==> src/rtl/exec_pkg.sv <==
package exec_pkg;

	typedef enum logic [2:0] {
		op_none               = 3'h0,
		bcd_adjust_op         = 3'h1,
		minus_one_byte_op     = 3'h2,
		minus_one_word_op     = 3'h3,
		interrupt_off_op      = 3'h4,
		divide_op             = 3'h5,
		count_loop_branch_op  = 3'h6
	} op_t;

	typedef enum logic [1:0] {
		st_idle = 2'h0,
		st_run  = 2'h1
	} exec_st_t;

	////////////////////////////////////////////////////////////////////
	localparam logic [7:0] OPC_DA_R     = 8'h40;
	localparam logic [7:0] OPC_DA_IR    = 8'h41;
	localparam logic [7:0] OPC_DEC_R    = 8'h00;
	localparam logic [7:0] OPC_DEC_IR   = 8'h01;
	localparam logic [7:0] OPC_MINUS_ONE_WORD_OP_RR  = 8'h80;
	localparam logic [7:0] OPC_MINUS_ONE_WORD_OP_IR  = 8'h81;
	localparam logic [7:0] OPC_IOFF     = 8'h8f;
	localparam logic [7:0] OPC_DIV_R    = 8'h94;
	localparam logic [7:0] OPC_DIV_IR   = 8'h95;
	localparam logic [7:0] OPC_DIV_IM   = 8'h96;
	localparam logic [3:0] OPC_LOOP_LO  = 4'ha;

	localparam logic [4:0] CYC_BYTE     = 5'h04;
	localparam logic [4:0] CYC_WORD     = 5'h08;
	localparam logic [4:0] CYC_IOFF     = 5'h04;
	localparam logic [4:0] CYC_DIV      = 5'h1a;
	localparam logic [4:0] CYC_DIV0     = 5'h0a;
	localparam logic [4:0] CYC_LOOP     = 5'h08;
	localparam logic [4:0] CNT_STEP     = 5'h01;
	localparam logic [4:0] CNT_ZERO     = 5'h00;

	localparam logic [1:0] LEN_1        = 2'h1;
	localparam logic [1:0] LEN_2        = 2'h2;
	localparam logic [1:0] LEN_3        = 2'h3;

	////////////////////////////////////////////////////////////////////
	localparam logic [7:0] ADDR_CMD     = 8'h00;
	localparam logic [7:0] ADDR_DST     = 8'h04;
	localparam logic [7:0] ADDR_SRC     = 8'h08;
	localparam logic [7:0] ADDR_FLAGS   = 8'h0c;
	localparam logic [7:0] ADDR_PC      = 8'h10;
	localparam logic [7:0] ADDR_MODE    = 8'h14;
	localparam logic [7:0] ADDR_PEND    = 8'h18;
	localparam logic [7:0] ADDR_STATUS  = 8'h1c;

	localparam int unsigned FLAG_C      = 7;
	localparam int unsigned FLAG_Z      = 6;
	localparam int unsigned FLAG_S      = 5;
	localparam int unsigned FLAG_V      = 4;
	localparam int unsigned FLAG_D      = 3;
	localparam int unsigned FLAG_H      = 2;
	localparam int unsigned MODE_GIE    = 0;
	localparam logic [7:0] MODE_RESET   = 8'h00;

	localparam logic [1:0] RESP_OKAY    = 2'h0;
	localparam logic [1:0] RESP_SLVERR  = 2'h2;

	////////////////////////////////////////////////////////////////////
	localparam logic [7:0] ADJ_00       = 8'h00;
	localparam logic [7:0] ADJ_06       = 8'h06;
	localparam logic [7:0] ADJ_60       = 8'h60;
	localparam logic [7:0] ADJ_66       = 8'h66;
	localparam logic [7:0] ADJ_FA       = 8'hfa;
	localparam logic [7:0] ADJ_A0       = 8'ha0;
	localparam logic [7:0] ADJ_9A       = 8'h9a;
	localparam logic [3:0] NIB_2        = 4'h2;
	localparam logic [3:0] NIB_3        = 4'h3;
	localparam logic [3:0] NIB_6        = 4'h6;
	localparam logic [3:0] NIB_7        = 4'h7;
	localparam logic [3:0] NIB_8        = 4'h8;
	localparam logic [3:0] NIB_9        = 4'h9;
	localparam logic [3:0] NIB_A        = 4'ha;
	localparam logic [7:0] BYTE_MIN     = 8'h80;
	localparam logic [15:0] WORD_MIN    = 16'h8000;
	localparam logic [15:0] QUO_OVF     = 16'h0100;
	localparam logic [15:0] QUO_CARRY   = 16'h0200;

endpackage

==> src/rtl/cpu_bcd_dec_div_loop_exec.sv <==
// Register access over AXI4-Lite and the register addresses were chosen for this implementation.
`timescale 1ns/1ns

// Functional notes
// - after add, decimal adjust adds 00, 06, 60 or 66 per carry, nibbles, half-carry.
// - after subtract, decimal adjust adds 00, FA, A0 or 9A per carry, half-carry, nibbles.
// - decimal adjust carry follows the selected case's carry-after, else cleared.
// - decimal adjust sets zero and sign from result; decimal and half-carry unchanged.
// - decimal adjust opcodes 40 and 41, two bytes, four cycles.
// - byte decrement subtracts one, opcodes 00 and 01, two bytes, four cycles.
// - byte decrement sets zero, sign, overflow; carry, decimal, half-carry untouched.
// - word decrement subtracts one from 16-bit pair, opcodes 80 and 81, eight cycles.
// - word decrement updates zero, sign, overflow from 16 bits; others unchanged.
// - interrupt-off clears global enable bit 0, opcode 8F, one byte, four cycles.
// - with interrupts off, requests still set pending bits but none is serviced.
// - divide 16-bit destination by 8-bit source; quotient low, remainder high.
// - overflow set when quotient reaches 2^8 or divisor is zero.
// - divide carry set only with overflow and quotient in 2^8 to 2^9-1.
// - divide zero on zero divisor or quotient, sign from quotient bit 7, cleared on zero divisor.
// - divide opcodes 94, 95, 96, three bytes; 10 cycles on zero divisor, else 26.
// - loop branch decrements counter, adds offset if nonzero, eight cycles, no flags.
// - loop offset is signed -128..+127 from address of the following byte.
module cpu_bcd_dec_div_loop_exec (
	// clock and reset
	input  wire logic        aclk,
	input  wire logic        aresetn,
	// axi4-lite write address and data
	input  wire logic [7:0]  awaddr,
	input  wire logic        awvalid,
	output logic             awready,
	input  wire logic [31:0] wdata,
	input  wire logic [3:0]  wstrb,
	input  wire logic        wvalid,
	output logic             wready,
	// axi4-lite write response
	output logic [1:0]       bresp,
	output logic             bvalid,
	input  wire logic        bready,
	// axi4-lite read
	input  wire logic [7:0]  araddr,
	input  wire logic        arvalid,
	output logic             arready,
	output logic [31:0]      rdata,
	output logic [1:0]       rresp,
	output logic             rvalid,
	input  wire logic        rready,
	// core side
	input  wire logic [7:0]  irq_request,
	output logic             irq_service,
	output logic             exec_busy,
	output logic             exec_done
);

	typedef struct packed {
		exec_pkg::exec_st_t st;
		logic [4:0]         cnt;
		exec_pkg::op_t      op;
		logic [15:0]        dst;
		logic [7:0]         src;
		logic [15:0]        pc;
		logic [7:0]         flags;
		logic [7:0]         mode;
		logic [7:0]         pend;
		logic               illegal;
		logic [1:0]         len;
		logic               done;
		logic               bvalid;
		logic [1:0]         bresp;
		logic               rvalid;
		logic [31:0]        rdata;
		logic [1:0]         rresp;
	} state_t;

	state_t s_q;
	state_t s_d;

	logic        wr_go;
	logic        rd_go;
	logic        commit;
	logic        start;
	logic [31:0] wmerge;
	logic [3:0]  hi;
	logic [3:0]  lo;
	logic [7:0]  adj;
	logic        adj_c;
	logic [7:0]  byte_res;
	logic [15:0] word_res;
	logic [7:0]  divisor;
	logic [15:0] quo;
	logic [15:0] rem;
	logic [7:0]  da_res;
	logic [15:0] jump_pc;

	////////////////////////////////////////////////////////////////////
	// write and read both wait for the previous answer to be taken
	assign wr_go   = awvalid && wvalid && !s_q.bvalid;
	assign rd_go   = arvalid && !s_q.rvalid;
	assign awready = wr_go;
	assign wready  = wr_go;
	assign arready = !s_q.rvalid;
	assign bvalid  = s_q.bvalid;
	assign bresp   = s_q.bresp;
	assign rvalid  = s_q.rvalid;
	assign rdata   = s_q.rdata;
	assign rresp   = s_q.rresp;
	assign exec_busy   = (s_q.st == exec_pkg::st_run);
	assign exec_done   = s_q.done;
	assign irq_service = s_q.mode[exec_pkg::MODE_GIE] && (|s_q.pend);
	assign commit = exec_busy && (s_q.cnt == exec_pkg::CNT_ZERO);
	assign start  = wr_go && (awaddr == exec_pkg::ADDR_CMD) && !exec_busy
		&& (decode(wdata[7:0]) != exec_pkg::op_none);

	function automatic exec_pkg::op_t decode(input logic [7:0] opc);
		exec_pkg::op_t o;
		o = exec_pkg::op_none;
		case (opc)
			exec_pkg::OPC_DA_R, exec_pkg::OPC_DA_IR: o = exec_pkg::bcd_adjust_op;
			exec_pkg::OPC_DEC_R, exec_pkg::OPC_DEC_IR: o = exec_pkg::minus_one_byte_op;
			exec_pkg::OPC_MINUS_ONE_WORD_OP_RR, exec_pkg::OPC_MINUS_ONE_WORD_OP_IR: o = exec_pkg::minus_one_word_op;
			exec_pkg::OPC_IOFF: o = exec_pkg::interrupt_off_op;
			exec_pkg::OPC_DIV_R, exec_pkg::OPC_DIV_IR, exec_pkg::OPC_DIV_IM: o = exec_pkg::divide_op;
			default: begin
				if (opc[3:0] == exec_pkg::OPC_LOOP_LO)
					o = exec_pkg::count_loop_branch_op;
			end
		endcase
		return o;
	endfunction

	////////////////////////////////////////////////////////////////////
	// datapath: operands are frozen while busy, so results use them at commit
	always_comb begin
		hi    = s_q.dst[7:4];
		lo    = s_q.dst[3:0];
		adj   = exec_pkg::ADJ_00;
		adj_c = 1'b0;
		if (!s_q.flags[exec_pkg::FLAG_D]) begin
			if (!s_q.flags[exec_pkg::FLAG_C]) begin
				if (!s_q.flags[exec_pkg::FLAG_H]) begin
					if (hi <= exec_pkg::NIB_9 && lo <= exec_pkg::NIB_9) begin
						adj = exec_pkg::ADJ_00;
					end else if (hi <= exec_pkg::NIB_8 && lo >= exec_pkg::NIB_A) begin
						adj = exec_pkg::ADJ_06;
					end else if (hi >= exec_pkg::NIB_A && lo <= exec_pkg::NIB_9) begin
						adj   = exec_pkg::ADJ_60;
						adj_c = 1'b1;
					end else if (hi >= exec_pkg::NIB_9 && lo >= exec_pkg::NIB_A) begin
						adj   = exec_pkg::ADJ_66;
						adj_c = 1'b1;
					end
				end else if (lo <= exec_pkg::NIB_3) begin
					if (hi <= exec_pkg::NIB_9) begin
						adj = exec_pkg::ADJ_06;
					end else begin
						adj   = exec_pkg::ADJ_66;
						adj_c = 1'b1;
					end
				end
			end else if (!s_q.flags[exec_pkg::FLAG_H]) begin
				if (hi <= exec_pkg::NIB_2) begin
					adj   = (lo <= exec_pkg::NIB_9) ? exec_pkg::ADJ_60 : exec_pkg::ADJ_66;
					adj_c = 1'b1;
				end
			end else if (hi <= exec_pkg::NIB_3 && lo <= exec_pkg::NIB_3) begin
				adj   = exec_pkg::ADJ_66;
				adj_c = 1'b1;
			end
		end else begin
			// the decimal flag marks the previous operation as a subtraction
			if (!s_q.flags[exec_pkg::FLAG_C] && s_q.flags[exec_pkg::FLAG_H]
				&& hi <= exec_pkg::NIB_8 && lo >= exec_pkg::NIB_6) begin
				adj = exec_pkg::ADJ_FA;
			end else if (s_q.flags[exec_pkg::FLAG_C] && !s_q.flags[exec_pkg::FLAG_H]
				&& hi >= exec_pkg::NIB_7 && lo <= exec_pkg::NIB_9) begin
				adj   = exec_pkg::ADJ_A0;
				adj_c = 1'b1;
			end else if (s_q.flags[exec_pkg::FLAG_C] && s_q.flags[exec_pkg::FLAG_H]
				&& hi >= exec_pkg::NIB_6 && lo >= exec_pkg::NIB_6) begin
				adj   = exec_pkg::ADJ_9A;
				adj_c = 1'b1;
			end
		end
		da_res   = s_q.dst[7:0] + adj;
		byte_res = s_q.dst[7:0] - 8'h01;
		word_res = s_q.dst - 16'h0001;
		// a zero divisor is replaced to keep the divider free of x
		divisor  = (s_q.src == exec_pkg::ADJ_00) ? 8'h01 : s_q.src;
		quo      = s_q.dst / {8'h00, divisor};
		rem      = s_q.dst % {8'h00, divisor};
		jump_pc  = s_q.pc + {{8{s_q.src[7]}}, s_q.src};
	end

	function automatic logic [31:0] merge(input logic [31:0] old,
		input logic [31:0] nw, input logic [3:0] strb);
		logic [31:0] m;
		m = old;
		for (int i = 0; i < 4; i++) begin
			if (strb[i])
				m[i*8 +: 8] = nw[i*8 +: 8];
		end
		return m;
	endfunction

	////////////////////////////////////////////////////////////////////
	always_comb begin
		s_d = s_q;
		s_d.done = 1'b0;
		wmerge = 32'h0000_0000;
		s_d.pend = s_q.pend | irq_request;
		if (s_q.bvalid && bready)
			s_d.bvalid = 1'b0;
		if (s_q.rvalid && rready)
			s_d.rvalid = 1'b0;

		if (wr_go) begin
			s_d.bvalid = 1'b1;
			s_d.bresp  = exec_pkg::RESP_OKAY;
			case (awaddr)
				exec_pkg::ADDR_CMD: begin
					if (!exec_busy) begin
						s_d.op      = decode(wdata[7:0]);
						s_d.illegal = (s_d.op == exec_pkg::op_none);
					end
				end
				// operand writes during execution are dropped, keeping inputs stable
				exec_pkg::ADDR_DST: begin
					wmerge = merge({16'h0000, s_q.dst}, wdata, wstrb);
					if (!exec_busy)
						s_d.dst = wmerge[15:0];
				end
				exec_pkg::ADDR_SRC: begin
					wmerge = merge({24'h000000, s_q.src}, wdata, wstrb);
					if (!exec_busy)
						s_d.src = wmerge[7:0];
				end
				exec_pkg::ADDR_FLAGS: begin
					wmerge = merge({24'h000000, s_q.flags}, wdata, wstrb);
					if (!exec_busy)
						s_d.flags = wmerge[7:0];
				end
				exec_pkg::ADDR_PC: begin
					wmerge = merge({16'h0000, s_q.pc}, wdata, wstrb);
					if (!exec_busy)
						s_d.pc = wmerge[15:0];
				end
				exec_pkg::ADDR_MODE: begin
					wmerge = merge({24'h000000, s_q.mode}, wdata, wstrb);
					s_d.mode = wmerge[7:0];
				end
				exec_pkg::ADDR_PEND: begin
					// write one to clear; a request in the same cycle wins
					if (wstrb[0])
						s_d.pend = (s_q.pend & ~wdata[7:0]) | irq_request;
				end
				exec_pkg::ADDR_STATUS: ;
				default: s_d.bresp = exec_pkg::RESP_SLVERR;
			endcase
		end

		if (rd_go) begin
			s_d.rvalid = 1'b1;
			s_d.rresp  = exec_pkg::RESP_OKAY;
			case (araddr)
				exec_pkg::ADDR_CMD:    s_d.rdata = {29'h0, s_q.op};
				exec_pkg::ADDR_DST:    s_d.rdata = {16'h0000, s_q.dst};
				exec_pkg::ADDR_SRC:    s_d.rdata = {24'h000000, s_q.src};
				exec_pkg::ADDR_FLAGS:  s_d.rdata = {24'h000000, s_q.flags};
				exec_pkg::ADDR_PC:     s_d.rdata = {16'h0000, s_q.pc};
				exec_pkg::ADDR_MODE:   s_d.rdata = {24'h000000, s_q.mode};
				exec_pkg::ADDR_PEND:   s_d.rdata = {24'h000000, s_q.pend};
				exec_pkg::ADDR_STATUS: s_d.rdata = {19'h0, s_q.cnt, 2'h0,
					s_q.len, 2'h0, s_q.illegal, exec_busy};
				default: begin
					s_d.rdata = 32'h0000_0000;
					s_d.rresp = exec_pkg::RESP_SLVERR;
				end
			endcase
		end

		case (s_q.st)
			exec_pkg::st_idle: begin
				if (start) begin
					s_d.st = exec_pkg::st_run;
					case (s_d.op)
						exec_pkg::bcd_adjust_op: begin
							s_d.cnt = exec_pkg::CYC_BYTE - exec_pkg::CNT_STEP;
							s_d.len = exec_pkg::LEN_2;
						end
						exec_pkg::minus_one_byte_op: begin
							s_d.cnt = exec_pkg::CYC_BYTE - exec_pkg::CNT_STEP;
							s_d.len = exec_pkg::LEN_2;
						end
						exec_pkg::minus_one_word_op: begin
							s_d.cnt = exec_pkg::CYC_WORD - exec_pkg::CNT_STEP;
							s_d.len = exec_pkg::LEN_2;
						end
						exec_pkg::interrupt_off_op: begin
							s_d.cnt = exec_pkg::CYC_IOFF - exec_pkg::CNT_STEP;
							s_d.len = exec_pkg::LEN_1;
						end
						exec_pkg::divide_op: begin
							s_d.cnt = ((s_q.src == exec_pkg::ADJ_00) ? exec_pkg::CYC_DIV0
								: exec_pkg::CYC_DIV) - exec_pkg::CNT_STEP;
							s_d.len = exec_pkg::LEN_3;
						end
						default: begin
							s_d.cnt = exec_pkg::CYC_LOOP - exec_pkg::CNT_STEP;
							s_d.len = exec_pkg::LEN_2;
						end
					endcase
				end
			end
			exec_pkg::st_run: begin
				if (commit) begin
					s_d.st   = exec_pkg::st_idle;
					s_d.done = 1'b1;
					case (s_q.op)
						exec_pkg::bcd_adjust_op: begin
							s_d.dst[7:0] = da_res;
							s_d.flags[exec_pkg::FLAG_C] = adj_c;
							s_d.flags[exec_pkg::FLAG_Z] = (da_res == exec_pkg::ADJ_00);
							s_d.flags[exec_pkg::FLAG_S] = da_res[7];
						end
						exec_pkg::minus_one_byte_op: begin
							s_d.dst[7:0] = byte_res;
							s_d.flags[exec_pkg::FLAG_Z] = (byte_res == exec_pkg::ADJ_00);
							s_d.flags[exec_pkg::FLAG_S] = byte_res[7];
							s_d.flags[exec_pkg::FLAG_V] = (s_q.dst[7:0] == exec_pkg::BYTE_MIN);
						end
						exec_pkg::minus_one_word_op: begin
							s_d.dst = word_res;
							s_d.flags[exec_pkg::FLAG_Z] = (word_res == 16'h0000);
							s_d.flags[exec_pkg::FLAG_S] = word_res[15];
							s_d.flags[exec_pkg::FLAG_V] = (s_q.dst == exec_pkg::WORD_MIN);
						end
						exec_pkg::interrupt_off_op: begin
							s_d.mode[exec_pkg::MODE_GIE] = 1'b0;
						end
						exec_pkg::divide_op: begin
							if (s_q.src == exec_pkg::ADJ_00) begin
								// destination left as it was on a zero divisor
								s_d.flags[exec_pkg::FLAG_V] = 1'b1;
								s_d.flags[exec_pkg::FLAG_Z] = 1'b1;
								s_d.flags[exec_pkg::FLAG_C] = 1'b0;
								s_d.flags[exec_pkg::FLAG_S] = 1'b0;
							end else begin
								s_d.dst = {rem[7:0], quo[7:0]};
								s_d.flags[exec_pkg::FLAG_V] = (quo >= exec_pkg::QUO_OVF);
								s_d.flags[exec_pkg::FLAG_C] = (quo >= exec_pkg::QUO_OVF)
									&& (quo < exec_pkg::QUO_CARRY);
								s_d.flags[exec_pkg::FLAG_Z] = (quo == 16'h0000);
								s_d.flags[exec_pkg::FLAG_S] = quo[7];
							end
						end
						default: begin
							s_d.dst[7:0] = byte_res;
							if (byte_res != exec_pkg::ADJ_00)
								s_d.pc = jump_pc;
						end
					endcase
				end else begin
					s_d.cnt = s_q.cnt - exec_pkg::CNT_STEP;
				end
			end
			default: s_d.st = exec_pkg::st_idle;
		endcase
	end

	always_ff @(posedge aclk) begin
		if (!aresetn) begin
			s_q       <= '0;
			s_q.st    <= exec_pkg::st_idle;
			s_q.op    <= exec_pkg::op_none;
			s_q.mode  <= exec_pkg::MODE_RESET;
		end else begin
			s_q <= s_d;
		end
	end
endmodule

==> config.mk <==
export PLATFORM = sky130hd
export DESIGN_NAME = cpu_bcd_dec_div_loop_exec
export DESIGN_NICKNAME = d
export VERILOG_FILES = /design/src/rtl/exec_pkg.sv /design/src/rtl/cpu_bcd_dec_div_loop_exec.sv
export SDC_FILE = /design/constraint.sdc
export NUM_CORES = 1
export LEC_CHECK = 0
export ABC_CLOCK_PERIOD_IN_PS = 37200
export BUFFER_PORTS_ARGS = -buffer_cell sky130_fd_sc_hd__buf_2
export CORE_MARGIN = 3
export CORE_UTILIZATION = 62
export CTS_CLUSTER_SIZE = 40
export DETAILED_ROUTE_END_ITERATION = 12
export PLACE_DENSITY = 0.82
export SETUP_SLACK_MARGIN = 0.3
export SYNTH_ARGS = -nofsm -noshare
export SYNTH_HDL_FRONTEND = slang
export SYNTH_SLANG_ARGS = --single-unit
==> constraint.sdc <==
create_clock -name aclk -period 37.2 [get_ports aclk]
set_input_delay 3.72 -clock aclk [delete_from_list [all_inputs] [get_ports aclk]]
set_output_delay 3.72 -clock aclk [all_outputs]
set_load 0.02 [all_outputs]
# After elaboration in Yosys (flattened, before gate mapping)
# Index checks and enable logic that the tools add are counted.
# totals
word_cells	240
inputBits	67
reg_bits	116
output_inout_bits	44
# op_classes
n_lt_le_gt_ge	14
bitwise_logic	5
eq_ne	39
muxes	92
n_addsub	6
div_mod_pow	2
reduce_logical	63
# ops
cell	n
8-bit two-way mux	22
16-bit two-way mux	9
16-bit one-hot mux with 8 select lines	1
68-bit two-way mux	1
8-bit by 5-bit equality test with 1-bit output (second input constant)	8
7-bit two-way mux	9
8-bit equality test (second input constant)	7
8-bit logical NOT	6
20-bit two-way mux	2
35-bit two-way mux	1
8-bit by 4-bit equality test with 1-bit output (second input constant)	4
16-bit logical NOT	2
8-bit one-hot mux with 4 select lines	1
1-bit logical AND	25
3-bit two-way mux	8
8-bit OR reduction	3
1-bit two-way mux	23
5-bit one-hot mux with 2 select lines	2
16-bit adder	1
16-bit by 8-bit divider with 16-bit output	1
16-bit equality test (second input constant)	1
8-bit by 3-bit equality test with 1-bit output (second input constant)	2
8-bit by 7-bit equality test with 1-bit output (second input constant)	2
16-bit by 9-bit greater-or-equal comparator with 1-bit output (second input constant)	1
other kinds (44)	79

# Longest topological paths before layout
# depth
depth_word	15
mapped_depth	141
mapped_depth_nobuf	132

# Worst setup path before layout
# OpenSTA, ideal clock, no wires.
# synth_timing
path_kind	register to register
start	reg s_q[86] (netlist name)
end	reg s_q[104] (netlist name)
required_time_ns	37.072
setup_ns	0.128
n_path_buf	10
path_stages_with_launch	137
arrival_ns	28.943
synth_period_minus_slack_ns	29.071
setup_slack_ns	8.129
cell_sequence	dfxtp_1 or4_4 nor4_1 nor2_1 ha_1 nor4b_1 nor4_1 o22a_1 ha_1 o211ai_1 a2111oi_2 nor3_1 or2_2 ha_1 a21o_1 o211ai_1 nand2_1 o31ai_2 [... 101 more ...] nor4_4 clkbuf_1 o21ai_0 ha_1 nor2b_1 o21ai_0 nand2b_1 a21o_1 a21oi_1 o21ai_0 a21o_1 a21oi_1 and4_1 nand4_1 a211oi_2 buf_6 mux2i_1 o211ai_1
# synth_between
elab_chain_cells	7
# synth_lines
element	line_no	source
from (decl)	cpu_bcd_dec_div_loop_exec.sv:74	state_t s_q;
8-bit logical NOT	cpu_bcd_dec_div_loop_exec.sv:187, cpu_bcd_dec_div_loop_exec.sv:340	
8-bit two-way mux	cpu_bcd_dec_div_loop_exec.sv:187	divisor = (s_q.src == exec_pkg::ADJ_00) ? 8'h01 : s_q.src;
16-bit by 8-bit remainder unit with 16-bit output	cpu_bcd_dec_div_loop_exec.sv:189	rem = s_q.dst % {8'h00, divisor};
16-bit two-way mux *	cpu_bcd_dec_div_loop_exec.sv:340	if (s_q.src == exec_pkg::ADJ_00) begin
8-bit one-hot mux with 2 select lines *	cpu_bcd_dec_div_loop_exec.sv:317	case (s_q.op)
16-bit two-way mux *	cpu_bcd_dec_div_loop_exec.sv:314	if (commit) begin
16-bit two-way mux *	cpu_bcd_dec_div_loop_exec.sv:280	case (s_q.st)
# Every way passes the cells marked *; elsewhere a longest branch is shown, timed or not.
# A chain may end at the register's enable or synchronous reset.

# Worst setup path in the final report
# layout_timing
start	reg s_q[88] (netlist name)
end	reg s_q[104] (netlist name)
# Same word-level chain as after synthesis.

==> impl_results.md <==
* GRT Util Overall at 32.7%
* Worst-Margin Slew at 1.16 ns
* WL per Instance at 19.4 µm
* Top-count cell post-synth: nand2_1
* Number of core rows at 51
* Worst path bufs/invs at 7
* H-tree depth at 3
* Layout cell share with drive strength beyond 1 at 10.1%
* CTS root buf: clkbuf_16
* Ys flop type: dfxtp_1
* Max cap viols at 0
* R2R Path End: s_q[104]
* Yosys cell types at 91
* Yosys warning total at 0
* #FFs+latches synth at 97
* Reg2reg start: s_q[88]
* Outcome: completed
* Final worst path period need at 34.73 ns
* Worst-skew pair later-pin latency at 0.35 ns
* DRC violations left at 0
* WL final at 37700 µm
* CTS Sinks at 97
* Post-Syn Instances at 1684
* Worst path max stage delay at 0.70 ns
* Initial Util at 64.2%
* Clock Skews at 0.00897 ns
* Drt pass-1 iters at 7
* Setup TNS at 0 ns
* Post-DP HPWL at 28700 µm
* CP endpoint: s_q[104]
* Critical Path Most Common Cell: o21a_1
* CP startpoint: s_q[88]
* CTS max path bufs at 2
* GPL Wtd Cong at 0.959
* CP endpoint kind: register
* Vias at 13100
* Avg Inst Size Synth at 7.54 µm²
* Vias in the first global route at 12200
* I/O Pins at 111
* Post-Syn Area at 12700 µm²
* Final hold vios at 0
* Arr. time, crit path at 34.95 ns
* Area growth syn-to-layout at 4.35%
* First-pass GRT wire length at 60300 µm
* Initial DRC count at 1430
* Die Span Y at 149 µm
* Setup Crit Path Kind: reg2reg
* Sequential-to-total area share from yosys stat at 15.3%
* Top-area cell type share of the netlist area at 15.3%
* CP top delay family: compound AO/OA/AOI/OAI gates
* Slew Viols, Final at 0
* Hold Crit Class: reg2reg
* Antenna diodes at 0
* Tcrit/Tclk final at 93.4%
* Rel. slew slack at 22.6%
* Ys async rst share at 0%
* Post-CTS Setup Inserts at 0
* Grt total ovfl at 0
* CTS tree: yes
* Startpoint types: register
* Final net count at 1871
* Worst-path maximum fanout at 19
* DIE AREA at 22200 µm²
* CTS clk-pin slew, worst paths at 0.07 ns
* Count of flip-flops with a built-in enable after synthesis at 0
* Number of port buffers at 74
* Max Clock Freq at 0.0288 GHz
* Top post-synthesis cells by area: dfxtp_1 15%, ha_1 12%, mux2i_1 4.9%, nand2_1 4.5%, a21oi_1 4.4%
* Critical Path RT at 37.43 ns
* Initial antenna violation count at 0
* Final ANT Viol Nets at 0
* Slowest CP cell: nor4_4
* R2r setup slk at 2.47 ns
* Core Area at 19800 µm²
* Largest net degree at the start of global routing at 96
* Via-per-instance ratio at 6.72
* Worst hold path stage count at 2
* RSZ-0062 raised after global routing: false
* Crit. path cell count at 132
* Setup violators final at 0
* Dominant cell type by area after synthesis: dfxtp_1
* Inserted Clock Buffers at 9
* FF-to-FF path depth at 132
* Die X at 149 µm
* Top cells by count, synth: 151 x nand2_1, 126 x nor2_1, 125 x ha_1
-- area by class of cell --
class                   count  area (µm²)
repair buffers             82         430
well taps                 265         332
clock buffers              10         229
clock inverters             6        91.3
inverters                  55         206
fillers                  1700        6520
multi-input cells        1431       10000
flip-flops and latches     97        1940
-- logic make-up after synthesis --
family,Yosys count,synth area share (%)
AOI/OAI and AO/OA,503,27.6
DFF,97,15.3
other,1,0.0295
xor gates and xnor gates,84,5.79
adders and majority gates,129,12.9
buffers and inverters,173,6.31
and+or+nand+nor,599,24.0
muxes,98,8.16
-- stage by stage --
step,std cells,cell area (µm²),setup slack (ns),util [%],hold WS [ns]
5_1_grt,1946,13300,0.319,67.0,0.521
2_1_floorplan,1701,12800,8.13,-,0.437
3_5_place_dp,1930,12900,3.20,65.4,0.472
6_report,1946,13300,2.47,67.0,0.489
4_1_cts,1946,13300,3.13,67.0,0.487
3_3_place_gp,1930,12900,4.01,65.4,0.466
-- routing by layer --
metal | part of all wire (%) | GRT usage [%] | vias up | routed length, µm
li1 | - | - | 6215 | -
met1 | 44 | 44.4 | 6109 | 16400
met2 | 44 | 53.0 | 639 | 16800
met3 | 9.1 | 6.05 | 120 | 3420
met4 | 2.9 | 9.61 | 0 | 1080
met5 | 0 | 0 | - | 0
-- sequential cells by signal (all words and copies together) (netlist names) --
signal and cells:
bresp 1, bvalid 1, exec_done 1, hi 4
lo 4, rdata 16, rresp 1, rvalid 1
s_q 68
-- placed cells by master (no fill, tap or decap), drive strengths merged, types with 62 or more instances in the layout --
cell and count:
mux2i 62, o21ai 87, ha 125, nand2 151
a21oi 111, dfxtp 97, buf 82, nor2 126
nor3 64
-- worst min-delay path, cell delays in order, from the launching register on --
cell and delay, ns:
dfxtp_1 0.32, nand2b_1 0.06, a21boi_0 0.07
-- timing repair --
action / in CTS / in global routing
setup endpoints to repair: 0 / 7
resized for setup: 0 / 1
hold buffers: 0 / 0
-- worst min-delay path by stage --
stage                         start        end  slack [ns]
after global placement      s_q[81]    s_q[81]        0.47
after detailed placement    s_q[81]    s_q[81]        0.47
final                        bvalid     bvalid        0.49
after CTS                   s_q[81]    s_q[81]        0.49
after floorplan             s_q[81]    s_q[81]        0.44
after global routing      rdata[11]  rdata[11]        0.52
Power is not shown: default switching activity piles up to over one toggle a cycle in this logic, so the estimate is an artifact.
